==> src/rtl/cbps_map.vh <==
// Register offsets, field positions, reset values and widths for the generator core.
`ifndef CBPS_MAP_VH
`define CBPS_MAP_VH
`define CBPS_ADDR_W        3
`define CBPS_DATA_W        8
`define CBPS_OFF_CTRL      3'h0
`define CBPS_OFF_BLANK     3'h1
`define CBPS_OFF_PHASE     3'h2
`define CBPS_OFF_DEADBAND  3'h3
`define CBPS_OFF_SHUTDOWN  3'h4
`define CBPS_OFF_STATUS    3'h5
`define CBPS_CTRL_EN       7
`define CBPS_CTRL_LD       2
`define CBPS_BLK_RISE_LSB  4
`define CBPS_BLK_FALL_LSB  0
`define CBPS_DB_RISE_LSB   4
`define CBPS_DB_FALL_LSB   0
`define CBPS_SD_ACTIVE     7
`define CBPS_SD_ARST       6
`define CBPS_SD_LVL1       5
`define CBPS_SD_LVL0       4
`define CBPS_SD_SRC_LSB    0
`define CBPS_SD_RESET      8'h80
`define CBPS_CNT_W         4
`define CBPS_CNT_ZERO      4'h0
`endif

==> src/rtl/cbps_generator.v <==
// Complementary generator core: blanking, phase delay, dead band and auto-shutdown.
//
// Local design decisions: the strobed register port and the register offsets.
`timescale 1ns/1ps
`include "cbps_map.vh"

module cbps_generator (
    // Clock and reset.
    input  wire                     sys_clk,
    input  wire                     reset,
    // Register port.
    input  wire [`CBPS_ADDR_W-1:0]  regAddr,
    input  wire [`CBPS_DATA_W-1:0]  regWrData,
    input  wire                     regWrite,
    input  wire                     regRead,
    output reg  [`CBPS_DATA_W-1:0]  regRdData,
    // Generator clock enable from the clock divider.
    input  wire                     generatorClockTick,
    // Event inputs, already selected.
    input  wire                     risingEventIn,
    input  wire                     fallingEventIn,
    // Shutdown sources.
    input  wire                     limitTimerOutput,
    input  wire                     secondComparatorOutput,
    input  wire                     firstComparatorOutput,
    input  wire                     faultInputPin_n,
    // Drive outputs.
    output reg                      primaryDriveOutput,
    output reg                      complementaryDriveOutput
);
    localparam W = `CBPS_CNT_W;

    reg         enable_r;
    reg         load_r;
    reg [7:0]   blankReg_r, phaseReg_r, dbReg_r;
    reg [7:0]   blankBuf_r, phaseBuf_r, dbBuf_r;
    reg         shutdownActive_r;
    reg         autoRestart_r;
    reg [1:0]   overrideLevel_r;
    reg [3:0]   sourceEnable_r;
    reg         risePrev_r, fallPrev_r;
    reg         out0_r, out1_r;
    reg [W-1:0] fallBlankCnt_r, riseBlankCnt_r, phaseCnt_r, dbRiseCnt_r, dbFallCnt_r;
    reg         fallBlankRun_r, riseBlankRun_r, phaseRun_r, dbRiseRun_r, dbFallRun_r;
    reg         waitRise_r;

    wire [W-1:0] fallBlankCount = blankBuf_r[`CBPS_BLK_FALL_LSB +: W];
    wire [W-1:0] riseBlankCount = blankBuf_r[`CBPS_BLK_RISE_LSB +: W];
    wire [W-1:0] phaseCount     = phaseBuf_r[W-1:0];
    wire [W-1:0] dbRiseCount    = dbBuf_r[`CBPS_DB_RISE_LSB +: W];
    wire [W-1:0] dbFallCount    = dbBuf_r[`CBPS_DB_FALL_LSB +: W];

    // Three comparator and pin sources are low true.
    wire [3:0] faultLevels = {limitTimerOutput, ~secondComparatorOutput,
                              ~firstComparatorOutput, ~faultInputPin_n};
    wire       faultActive = |(faultLevels & sourceEnable_r);

    wire riseEdge = risingEventIn & ~risePrev_r;
    wire fallEdge = ~fallingEventIn & fallPrev_r;
    // Blanking passes straight through when its count is zero.
    wire riseUnblanked = riseEdge & ~fallBlankRun_r;
    wire fallUnblanked = fallEdge & ~riseBlankRun_r;
    // A zero phase count hands the event on in the same cycle.
    wire riseToDb = (riseUnblanked & (phaseCount == `CBPS_CNT_ZERO))
                  | (phaseRun_r & generatorClockTick & (phaseCnt_r == phaseCount));
    wire halted = shutdownActive_r | faultActive | waitRise_r | ~enable_r;

    wire wrCtrl  = regWrite & (regAddr == `CBPS_OFF_CTRL);
    wire wrBlank = regWrite & (regAddr == `CBPS_OFF_BLANK);
    wire wrPhase = regWrite & (regAddr == `CBPS_OFF_PHASE);
    wire wrDb    = regWrite & (regAddr == `CBPS_OFF_DEADBAND);
    wire wrSd    = regWrite & (regAddr == `CBPS_OFF_SHUTDOWN);

    // Register writes, buffered counts and the load handshake.
    always @(posedge sys_clk or posedge reset) begin
        if (reset) begin
            enable_r        <= 1'b0;
            load_r          <= 1'b0;
            blankReg_r      <= 8'h00;
            phaseReg_r      <= 8'h00;
            dbReg_r         <= 8'h00;
            blankBuf_r      <= 8'h00;
            phaseBuf_r      <= 8'h00;
            dbBuf_r         <= 8'h00;
            autoRestart_r   <= 1'b0;
            overrideLevel_r <= 2'h0;
            sourceEnable_r  <= 4'h0;
        end else begin
            if (wrCtrl) begin
                enable_r <= regWrData[`CBPS_CTRL_EN];
            end
            if (wrBlank) begin
                blankReg_r <= regWrData;
            end
            if (wrPhase) begin
                phaseReg_r <= {4'h0, regWrData[W-1:0]};
            end
            if (wrDb) begin
                dbReg_r <= regWrData;
            end
            if (wrSd) begin
                autoRestart_r   <= regWrData[`CBPS_SD_ARST];
                overrideLevel_r <= {regWrData[`CBPS_SD_LVL1], regWrData[`CBPS_SD_LVL0]};
                sourceEnable_r  <= regWrData[`CBPS_SD_SRC_LSB +: 4];
            end
            if (!enable_r) begin
                // Disabled: writes reach the working buffers at once.
                if (wrBlank) blankBuf_r <= regWrData;
                if (wrPhase) phaseBuf_r <= {4'h0, regWrData[W-1:0]};
                if (wrDb)    dbBuf_r    <= regWrData;
                load_r <= 1'b0;
            end else if (load_r & generatorClockTick) begin
                // Transfer on a generator clock tick, then clear the load bit.
                blankBuf_r <= blankReg_r;
                phaseBuf_r <= phaseReg_r;
                dbBuf_r    <= dbReg_r;
                load_r     <= 1'b0;
            end else if (wrCtrl & regWrData[`CBPS_CTRL_LD]) begin
                load_r <= 1'b1;
            end
        end
    end

    // Shutdown bit: set by software, by fault, cleared by software or restart.
    always @(posedge sys_clk or posedge reset) begin
        if (reset) begin
            shutdownActive_r <= 1'b1;
            waitRise_r       <= 1'b1;
        end else begin
            if (faultActive) begin
                shutdownActive_r <= 1'b1;
            end else if (wrSd) begin
                // Clearing fails while a selected source is true.
                shutdownActive_r <= regWrData[`CBPS_SD_ACTIVE];
            end else if (autoRestart_r) begin
                shutdownActive_r <= 1'b0;
            end
            // Resume only on the first rising event after release.
            if (shutdownActive_r | faultActive | ~enable_r) begin
                waitRise_r <= 1'b1;
            end else if (riseEdge) begin
                waitRise_r <= 1'b0;
            end
        end
    end

    // Timing chain: blanking, then phase delay, then dead band.
    always @(posedge sys_clk or posedge reset) begin
        if (reset) begin
            risePrev_r     <= 1'b0;
            fallPrev_r     <= 1'b0;
            out0_r         <= 1'b0;
            out1_r         <= 1'b1;
            fallBlankCnt_r <= `CBPS_CNT_ZERO;
            riseBlankCnt_r <= `CBPS_CNT_ZERO;
            phaseCnt_r     <= `CBPS_CNT_ZERO;
            dbRiseCnt_r    <= `CBPS_CNT_ZERO;
            dbFallCnt_r    <= `CBPS_CNT_ZERO;
            fallBlankRun_r <= 1'b0;
            riseBlankRun_r <= 1'b0;
            phaseRun_r     <= 1'b0;
            dbRiseRun_r    <= 1'b0;
            dbFallRun_r    <= 1'b0;
        end else if (!enable_r || shutdownActive_r || faultActive) begin
            // Counters idle and drive latches reset.
            risePrev_r     <= risingEventIn;
            fallPrev_r     <= fallingEventIn;
            out0_r         <= 1'b0;
            out1_r         <= 1'b1;
            fallBlankCnt_r <= `CBPS_CNT_ZERO;
            riseBlankCnt_r <= `CBPS_CNT_ZERO;
            phaseCnt_r     <= `CBPS_CNT_ZERO;
            dbRiseCnt_r    <= `CBPS_CNT_ZERO;
            dbFallCnt_r    <= `CBPS_CNT_ZERO;
            fallBlankRun_r <= 1'b0;
            riseBlankRun_r <= 1'b0;
            phaseRun_r     <= 1'b0;
            dbRiseRun_r    <= 1'b0;
            dbFallRun_r    <= 1'b0;
        end else begin
            risePrev_r <= risingEventIn;
            fallPrev_r <= fallingEventIn;
            // Counting starts at zero on the event, not on a tick, so asynchronous starts
            // land within one generator period of the count.
            if (fallUnblanked) begin
                out0_r      <= 1'b0;
                dbRiseRun_r <= 1'b0;
                phaseRun_r  <= 1'b0;
                // Drive off starts blanking of rising inputs when enabled.
                fallBlankRun_r <= (fallBlankCount != `CBPS_CNT_ZERO);
                fallBlankCnt_r <= `CBPS_CNT_ZERO;
                dbFallRun_r <= (dbFallCount != `CBPS_CNT_ZERO);
                dbFallCnt_r <= `CBPS_CNT_ZERO;
                if (dbFallCount == `CBPS_CNT_ZERO) out1_r <= 1'b1;
            end else if (!waitRise_r && riseUnblanked) begin
                // Phase delay stage follows blanking.
                phaseRun_r <= (phaseCount != `CBPS_CNT_ZERO);
                phaseCnt_r <= `CBPS_CNT_ZERO;
                if (phaseCount == `CBPS_CNT_ZERO) begin
                    out1_r <= 1'b0;
                end
                // Rising event starts blanking of falling inputs when enabled.
                riseBlankRun_r <= (riseBlankCount != `CBPS_CNT_ZERO);
                riseBlankCnt_r <= `CBPS_CNT_ZERO;
            end
            if (generatorClockTick) begin
                if (fallBlankRun_r) begin
                    fallBlankCnt_r <= fallBlankCnt_r + 1'b1;
                    // Ending at the count itself keeps a partial first period
                    // from shortening the window below the full count.
                    if (fallBlankCnt_r == fallBlankCount) fallBlankRun_r <= 1'b0;
                end
                if (riseBlankRun_r) begin
                    riseBlankCnt_r <= riseBlankCnt_r + 1'b1;
                    if (riseBlankCnt_r == riseBlankCount) riseBlankRun_r <= 1'b0;
                end
                if (phaseRun_r) begin
                    phaseCnt_r <= phaseCnt_r + 1'b1;
                    if (phaseCnt_r == phaseCount) begin
                        phaseRun_r <= 1'b0;
                        out1_r     <= 1'b0;
                    end
                end
                if (dbRiseRun_r) begin
                    dbRiseCnt_r <= dbRiseCnt_r + 1'b1;
                    if (dbRiseCnt_r == dbRiseCount) begin
                        dbRiseRun_r <= 1'b0;
                        out0_r      <= 1'b1;
                    end
                end
                if (dbFallRun_r) begin
                    dbFallCnt_r <= dbFallCnt_r + 1'b1;
                    if (dbFallCnt_r == dbFallCount) begin
                        dbFallRun_r <= 1'b0;
                        out1_r      <= 1'b1;
                    end
                end
            end
            // Dead band follows the phase stage output.
            if (!waitRise_r && riseToDb && !fallUnblanked) begin
                if (dbRiseCount == `CBPS_CNT_ZERO) begin
                    out0_r <= 1'b1;
                end else begin
                    dbRiseRun_r <= 1'b1;
                    dbRiseCnt_r <= `CBPS_CNT_ZERO;
                end
            end
        end
    end

    // Pins: override levels while halted, no inversion.
    always @(posedge sys_clk or posedge reset) begin
        if (reset) begin
            primaryDriveOutput       <= 1'b0;
            complementaryDriveOutput <= 1'b0;
        end else if (halted || faultActive) begin
            primaryDriveOutput       <= overrideLevel_r[0];
            complementaryDriveOutput <= overrideLevel_r[1];
        end else begin
            primaryDriveOutput       <= out0_r;
            complementaryDriveOutput <= out1_r;
        end
    end

    // Read port, data in the following cycle.
    always @(posedge sys_clk or posedge reset) begin
        if (reset) begin
            regRdData <= 8'h00;
        end else if (regRead) begin
            case (regAddr)
                `CBPS_OFF_CTRL:     regRdData <= {enable_r, 4'h0, load_r, 2'h0};
                `CBPS_OFF_BLANK:    regRdData <= blankReg_r;
                `CBPS_OFF_PHASE:    regRdData <= phaseReg_r;
                `CBPS_OFF_DEADBAND: regRdData <= dbReg_r;
                `CBPS_OFF_SHUTDOWN: regRdData <= {shutdownActive_r, autoRestart_r,
                                                  overrideLevel_r, sourceEnable_r};
                `CBPS_OFF_STATUS:   regRdData <= {3'h0, faultActive, waitRise_r,
                                                  phaseRun_r, out1_r, out0_r};
                default:            regRdData <= 8'h00;
            endcase
        end else begin
            regRdData <= 8'h00;
        end
    end
endmodule // cbps_generator

==> config.mk <==
export PLATFORM = sky130hd
export DESIGN_NAME = cbps_generator
export DESIGN_NICKNAME = d
export VERILOG_FILES = /design/src/rtl/cbps_generator.v
export VERILOG_INCLUDE_DIRS = /design/src /design/src/rtl
export SDC_FILE = /design/constraint.sdc
export NUM_CORES = 1
export LEC_CHECK = 0
export ABC_AREA = 1
export ABC_CLOCK_PERIOD_IN_PS = 5400
export BUFFER_PORTS_ARGS = -buffer_cell sky130_fd_sc_hd__buf_2
export CAP_MARGIN = 10
export CORE_ASPECT_RATIO = 0.7
export CORE_MARGIN = 4
export CORE_UTILIZATION = 65
export DETAILED_ROUTE_END_ITERATION = 8
export PLACE_DENSITY = 0.92
export SYNTH_ARGS = -nofsm -noshare
export SYNTH_HDL_FRONTEND = slang
export SYNTH_SLANG_ARGS = --single-unit
==> constraint.sdc <==
create_clock -name sys_clk -period 5.4 [get_ports sys_clk]
set_input_delay 0.27 -clock sys_clk [delete_from_list [all_inputs] [get_ports sys_clk]]
set_output_delay 0.27 -clock sys_clk [all_outputs]
set_load 0.02 [all_outputs]
# Yosys cells after proc, flatten, opt, wreduce, memory -nomap -nowiden
# Index checks and enable logic that the tools add are counted.
# totals
word_cells,191
reg_bits,90
input_bits,22
output_inout_bits,10
# classes
eq_ne,12
mux,90
add_sub_neg,5
bitwise_logic,28
n_reduce_logical,26
# ops
operator,n
4-bit two-way mux,26
1-bit two-way mux,56
8-bit two-way mux,7
8-bit case mux with 6 select lines,1
"4-bit by 1-bit adder with 4-bit output, second input constant",5
4-bit equality test,5
4-bit nonzero test,4
1-bit bitwise AND,14
4-bit logical NOT,3
1-bit NOT,8
2-bit nonzero test,4
"3-bit by 2-bit equality test with 1-bit output, second input constant",2
"3-bit equality test, second input constant",2
2-bit AND reduction,3
1-bit bitwise OR,5
4-bit bitwise AND,1
4-bit OR reduction,1
"3-bit by 1-bit equality test with 1-bit output, second input constant",1
1-bit logical AND,3
1-bit logical NOT,3
3-bit logical NOT,1
1-bit logical OR,3
"3-bit by 1-bit inequality test with 1-bit output, second input constant",1
3-bit nonzero test,1
"2-bit by 1-bit inequality test with 1-bit output, second input constant",1

# Longest topological paths before layout
# depth
word_depth,12
mapped_depth,9
depth_no_buf,9

# Worst setup path after synthesis
# No wires, ideal clock.
# synth_timing
kind,register to register
start,reg enable_r
end,reg dbBuf_r[0]
t_required_ps,5318
period_less_slack_ps,1268
path_stages_with_launch,6
arrival_ps,1186
setup_ps,82
slack_ps,4132
path_buffers,1
cell_sequence,dfrtp_1 nand3_1 o21ai_4 buf_6 nor2_1 a31oi_1
# synth_between
elab_chain_cells,2
word_cells_on_any_way,4
cone_classes,1 x eq/ne; 1 x mux; 2 x reduce/logical
# synth_lines
element,line_no,source
start: declaration,cbps_generator.v:33,reg enable_r;
start signal: assignment,cbps_generator.v:90,enable_r <= regWrData[`CBPS_CTRL_EN];
2-bit by 1-bit inequality test with 1-bit output (no line) or 2-bit nonzero test (tied branches),--,
2-bit AND reduction (no line),--,
end signal: assignment,cbps_generator.v:110,if (wrDb) dbBuf_r <= regWrData;
end signal: assignment,cbps_generator.v:116,dbBuf_r <= dbReg_r;
end: declaration,cbps_generator.v:36,"reg [7:0] blankBuf_r, phaseBuf_r, dbBuf_r;"
# Parallel ways exist; a longest one is shown, timed or not.
# A chain may end at the register's enable or synchronous reset.

# Final worst setup path
# layout_timing
start,reg enable_r
end,reg dbRiseCnt_r[1]
# layout_between
elab_chain_cells,4
# layout_lines
element,line_no,source
1-bit logical NOT,cbps_generator.v:164,end else if (!enable_r || shutdownActive_r || faultActive) begin
1-bit logical OR (2 in series),cbps_generator.v:164,
4-bit two-way mux,cbps_generator.v:164,
end signal: assignment,cbps_generator.v:157,dbRiseCnt_r <= `CBPS_CNT_ZERO;
end signal: assignment,cbps_generator.v:173,dbRiseCnt_r <= `CBPS_CNT_ZERO;
end signal: assignment,cbps_generator.v:225,dbRiseCnt_r <= dbRiseCnt_r + 1'b1;
end: declaration,cbps_generator.v:43,"reg [W-1:0] fallBlankCnt_r, riseBlankCnt_r, phaseCnt_r, dbRiseCnt_r, dbFallCnt_r;"
# Every way passes these cells.

==> impl_metrics.ini <==
[worst_hold_path]
hp-class = input port to flip-flop
holdPathStages = 1
hold_end = risePrev_r
worstHoldStart = risingEventIn

[run_status]
status = completed

[setup_path]
cpLargestDelayFamily = flip-flops
worst_setup_path_end_kind = flip-flop
cp_max_fo = 22
critPathLaunch = enable_r
r2r-start = enable_r
max_stage_delay_ps = 900
r2r_cells = 4
path_cells = nand3_2, clkinv_1, nand2_1, nor2_1
critPathKind = flip-flop to flip-flop
worst-r2r-setup-slack_ps = 3270
crit_slowest_cell = dfrtp_1
worstPathArrival_ps = 2440
crit_path_start_kind = flip-flop
r2r-end = dbRiseCnt_r[1]
critPathBufInv = 1
required_ps = 5710

[cells_and_area]
num_antenna_cells = 0
fillCellCount = 477
fin_cells = 658
area_delta_synth_final_pct = 9.62
final_common_cell = nand2_1
nets = 589
drive_gt1_share_pct = 12.0
most-common-layout-cells = 119 x nand2_1, 87 x dfrtp_1, 63 x nor2_1

[detailed_routing]
met1_length_um = 4610
ant_nets = 0
drt_first_iter_violations = 392
firstDrtPassIters = 5
dr_wl_met2_um = 4770
avgRoutedWirePerCell_um = 16.5
routed.top_layer = met5
vias = 3843
drc = 0
wl_um = 10900
via_per_inst = 5.84
met3_wirelength_um = 1260

[synthesis]
synth_edf_count = 0
synth_top_area_share_pct = 49.1
yosysSeqAreaShare_pct = 50.9
ys_ff_latch = 90
synth_fa_ha_area_share_pct = 1.41
synth_top_family_by_area = simple AND/OR/NAND/NOR gates
syn_inst = 530
async_reset_ff_share_pct = 100
yosys.area.top_type = dfrtp_1
ys_warn_count = 0
synth_top_cells_by_area = dfrtp_1 49%, nand2_1 10%, o21ai_0 5.4%, nor2_1 5.3%, inv_1 5.0%
synthSimpleGateAreaFrac_pct = 21.3
synthMuxAreaShare_pct = 0
avgSynthCellArea_um2 = 8.36
ys_types = 36
synth_flop_cell = dfrtp_1
synthesis.nets = 557
synth_compound_area_share_pct = 16.0
yosys.area_share.xor_xnor_pct = 3.56
synth_area_um2 = 4430

[placement]
hpwl_um = 7820
placed_cells = 642
port_buffers = 31
place_congestion = 0.968

[die]
start_util_pct = 69.0
die_area_um2 = 8230
io_pins = 32
design.core.area_um2 = 6430
die_h_um = 77.1
fp.dieW_um = 107
rows = 24

[global_route]
grt_pass1_vias = 3651
grt_usage_pct = 27.6
grt_max_degree = 91
grt_pass1_wl_um = 17700
antenna_found_initial = 1
grt-ovfl-total = 0

[power]
power.leakage_nw = 2.35
power_density_nw_per_um2 = 358
vdd_drop_max_mv = 0.237
power.total_mw = 1.74

[clocking]
cts-root-buf = clkbuf_8
insertion_delay_ps = 370
cts_hold_buf = 0
postCtsSetupBuffers = 0
cts_tree = done
numCtsBuffers = 9
cts-htree-levels = 3
clk_pin_slew_ps = 90
cts_buffer_depth = 2
cts_sinks = 90
cts_resized = 0

[timing]
finClkSkew_ps = 13.2
hold_viol_final = 0
setup_viol = 0
max_slew.worst_pin.slew_ps = 1100
fmax_mhz = 469
slew_headroom_pct = 26.8
rsz0062_at_grt = false
layout_min_cycle_time_ps = 2130
setup_tns_ps = 0
period_share_pct = 39.5
drv_slew = 0

[flow_run]
drv_cap = 0
cell usage after synthesis, types with 3 or more instances:
cell type and n:
nand2_1 119, dfrtp_1 87, nor2_1 63, inv_1 59, o21ai_0 48, a21oi_1 27, a31oi_1 18, nand3_1 17
xor2_1 13, nand4_1 8, a211oi_1 7, nor3_1 6, o22ai_1 6, ha_1 5, xnor2_1 5, buf_2 4
clkbuf_1 4, dfstp_2 3, nand2_2 3, o21a_1 3, o21ai_4 3
report_power, final:
| group | internal, mW | switching (mW) | leakage, nW |
|---|---|---|---|
| Sequential | 0.798 | 0.116 | 1.15 |
| Clock | 0.240 | 0.241 | 0.102 |
| Combinational | 0.131 | 0.215 | 1.10 |
registers in the layout (all words and copies together), names as in the netlist, 2 cells and up:
name / flops
sourceEnable_r: 4
phaseCnt_r: 4
riseBlankCnt_r: 4
blankReg_r: 8
dbReg_r: 8
regRdData: 8
dbRiseCnt_r: 4
dbBuf_r: 8
phaseReg_r: 4
dbFallCnt_r: 4
phaseBuf_r: 4
fallBlankCnt_r: 4
overrideLevel_r: 2
blankBuf_r: 8
worst max path at each step:
stage                     endpoint  slack [ps]  cells past startpoint
floorplan            autoRestart_r        2800                      1
global placement    dbRiseCnt_r[0]        3420                      4
detailed placement  dbRiseCnt_r[2]        3310                      4
CTS                 dbRiseCnt_r[2]        3280                      4
global route        dbRiseCnt_r[1]        3020                      4
finish              dbRiseCnt_r[1]        3270                      4
cell type report:
type	count	area, um2	area share, %
Clock buffer	11	151	3.12
Clock inverter	5	62.6	1.29
Inverter	63	239	4.92
Multi-Input combinational cell	366	1870	38.6
Sequential cell	90	2260	46.4
Tap cell	91	114	2.34
Timing Repair Buffer	32	163	3.35
metrics by stage:
stage | setup WS [ps] | util, % | hold WS, ps | cell area [um2]
floorplan | 2800 | - | 301 | 4430
finish | 3270 | 75.6 | 18.5 | 4860
global route | 3020 | 75.6 | 9.58 | 4860
CTS | 3280 | 75.6 | 19.2 | 4860
detailed placement | 3310 | 72.3 | 395 | 4650
global placement | 3420 | 72.3 | 393 | 4650
kinds of logic after synthesis:
logic type,count (synthesis)
XOR/XNOR,18
adder cells (fa/ha/maj),5
buffers and inverters,74
AND/OR/NAND/NOR,224
AO/OA/AOI/OAI,119
flip-flops,90
per-layer routing:
metal	vias up	global-route usage [%]
met5	-	0
met4	2	8.56
met3	27	10.4
met2	204	41.4
met1	1805	37.4
li1	1805	-
worst reg2reg max path: stages (launching register included):
cell and delay, ps:
dfrtp_1 900, nand3_2 540, clkinv_1 350, nand2_1 160
nor2_1 110
No activity file was read; power rests on OpenSTA's default activity.
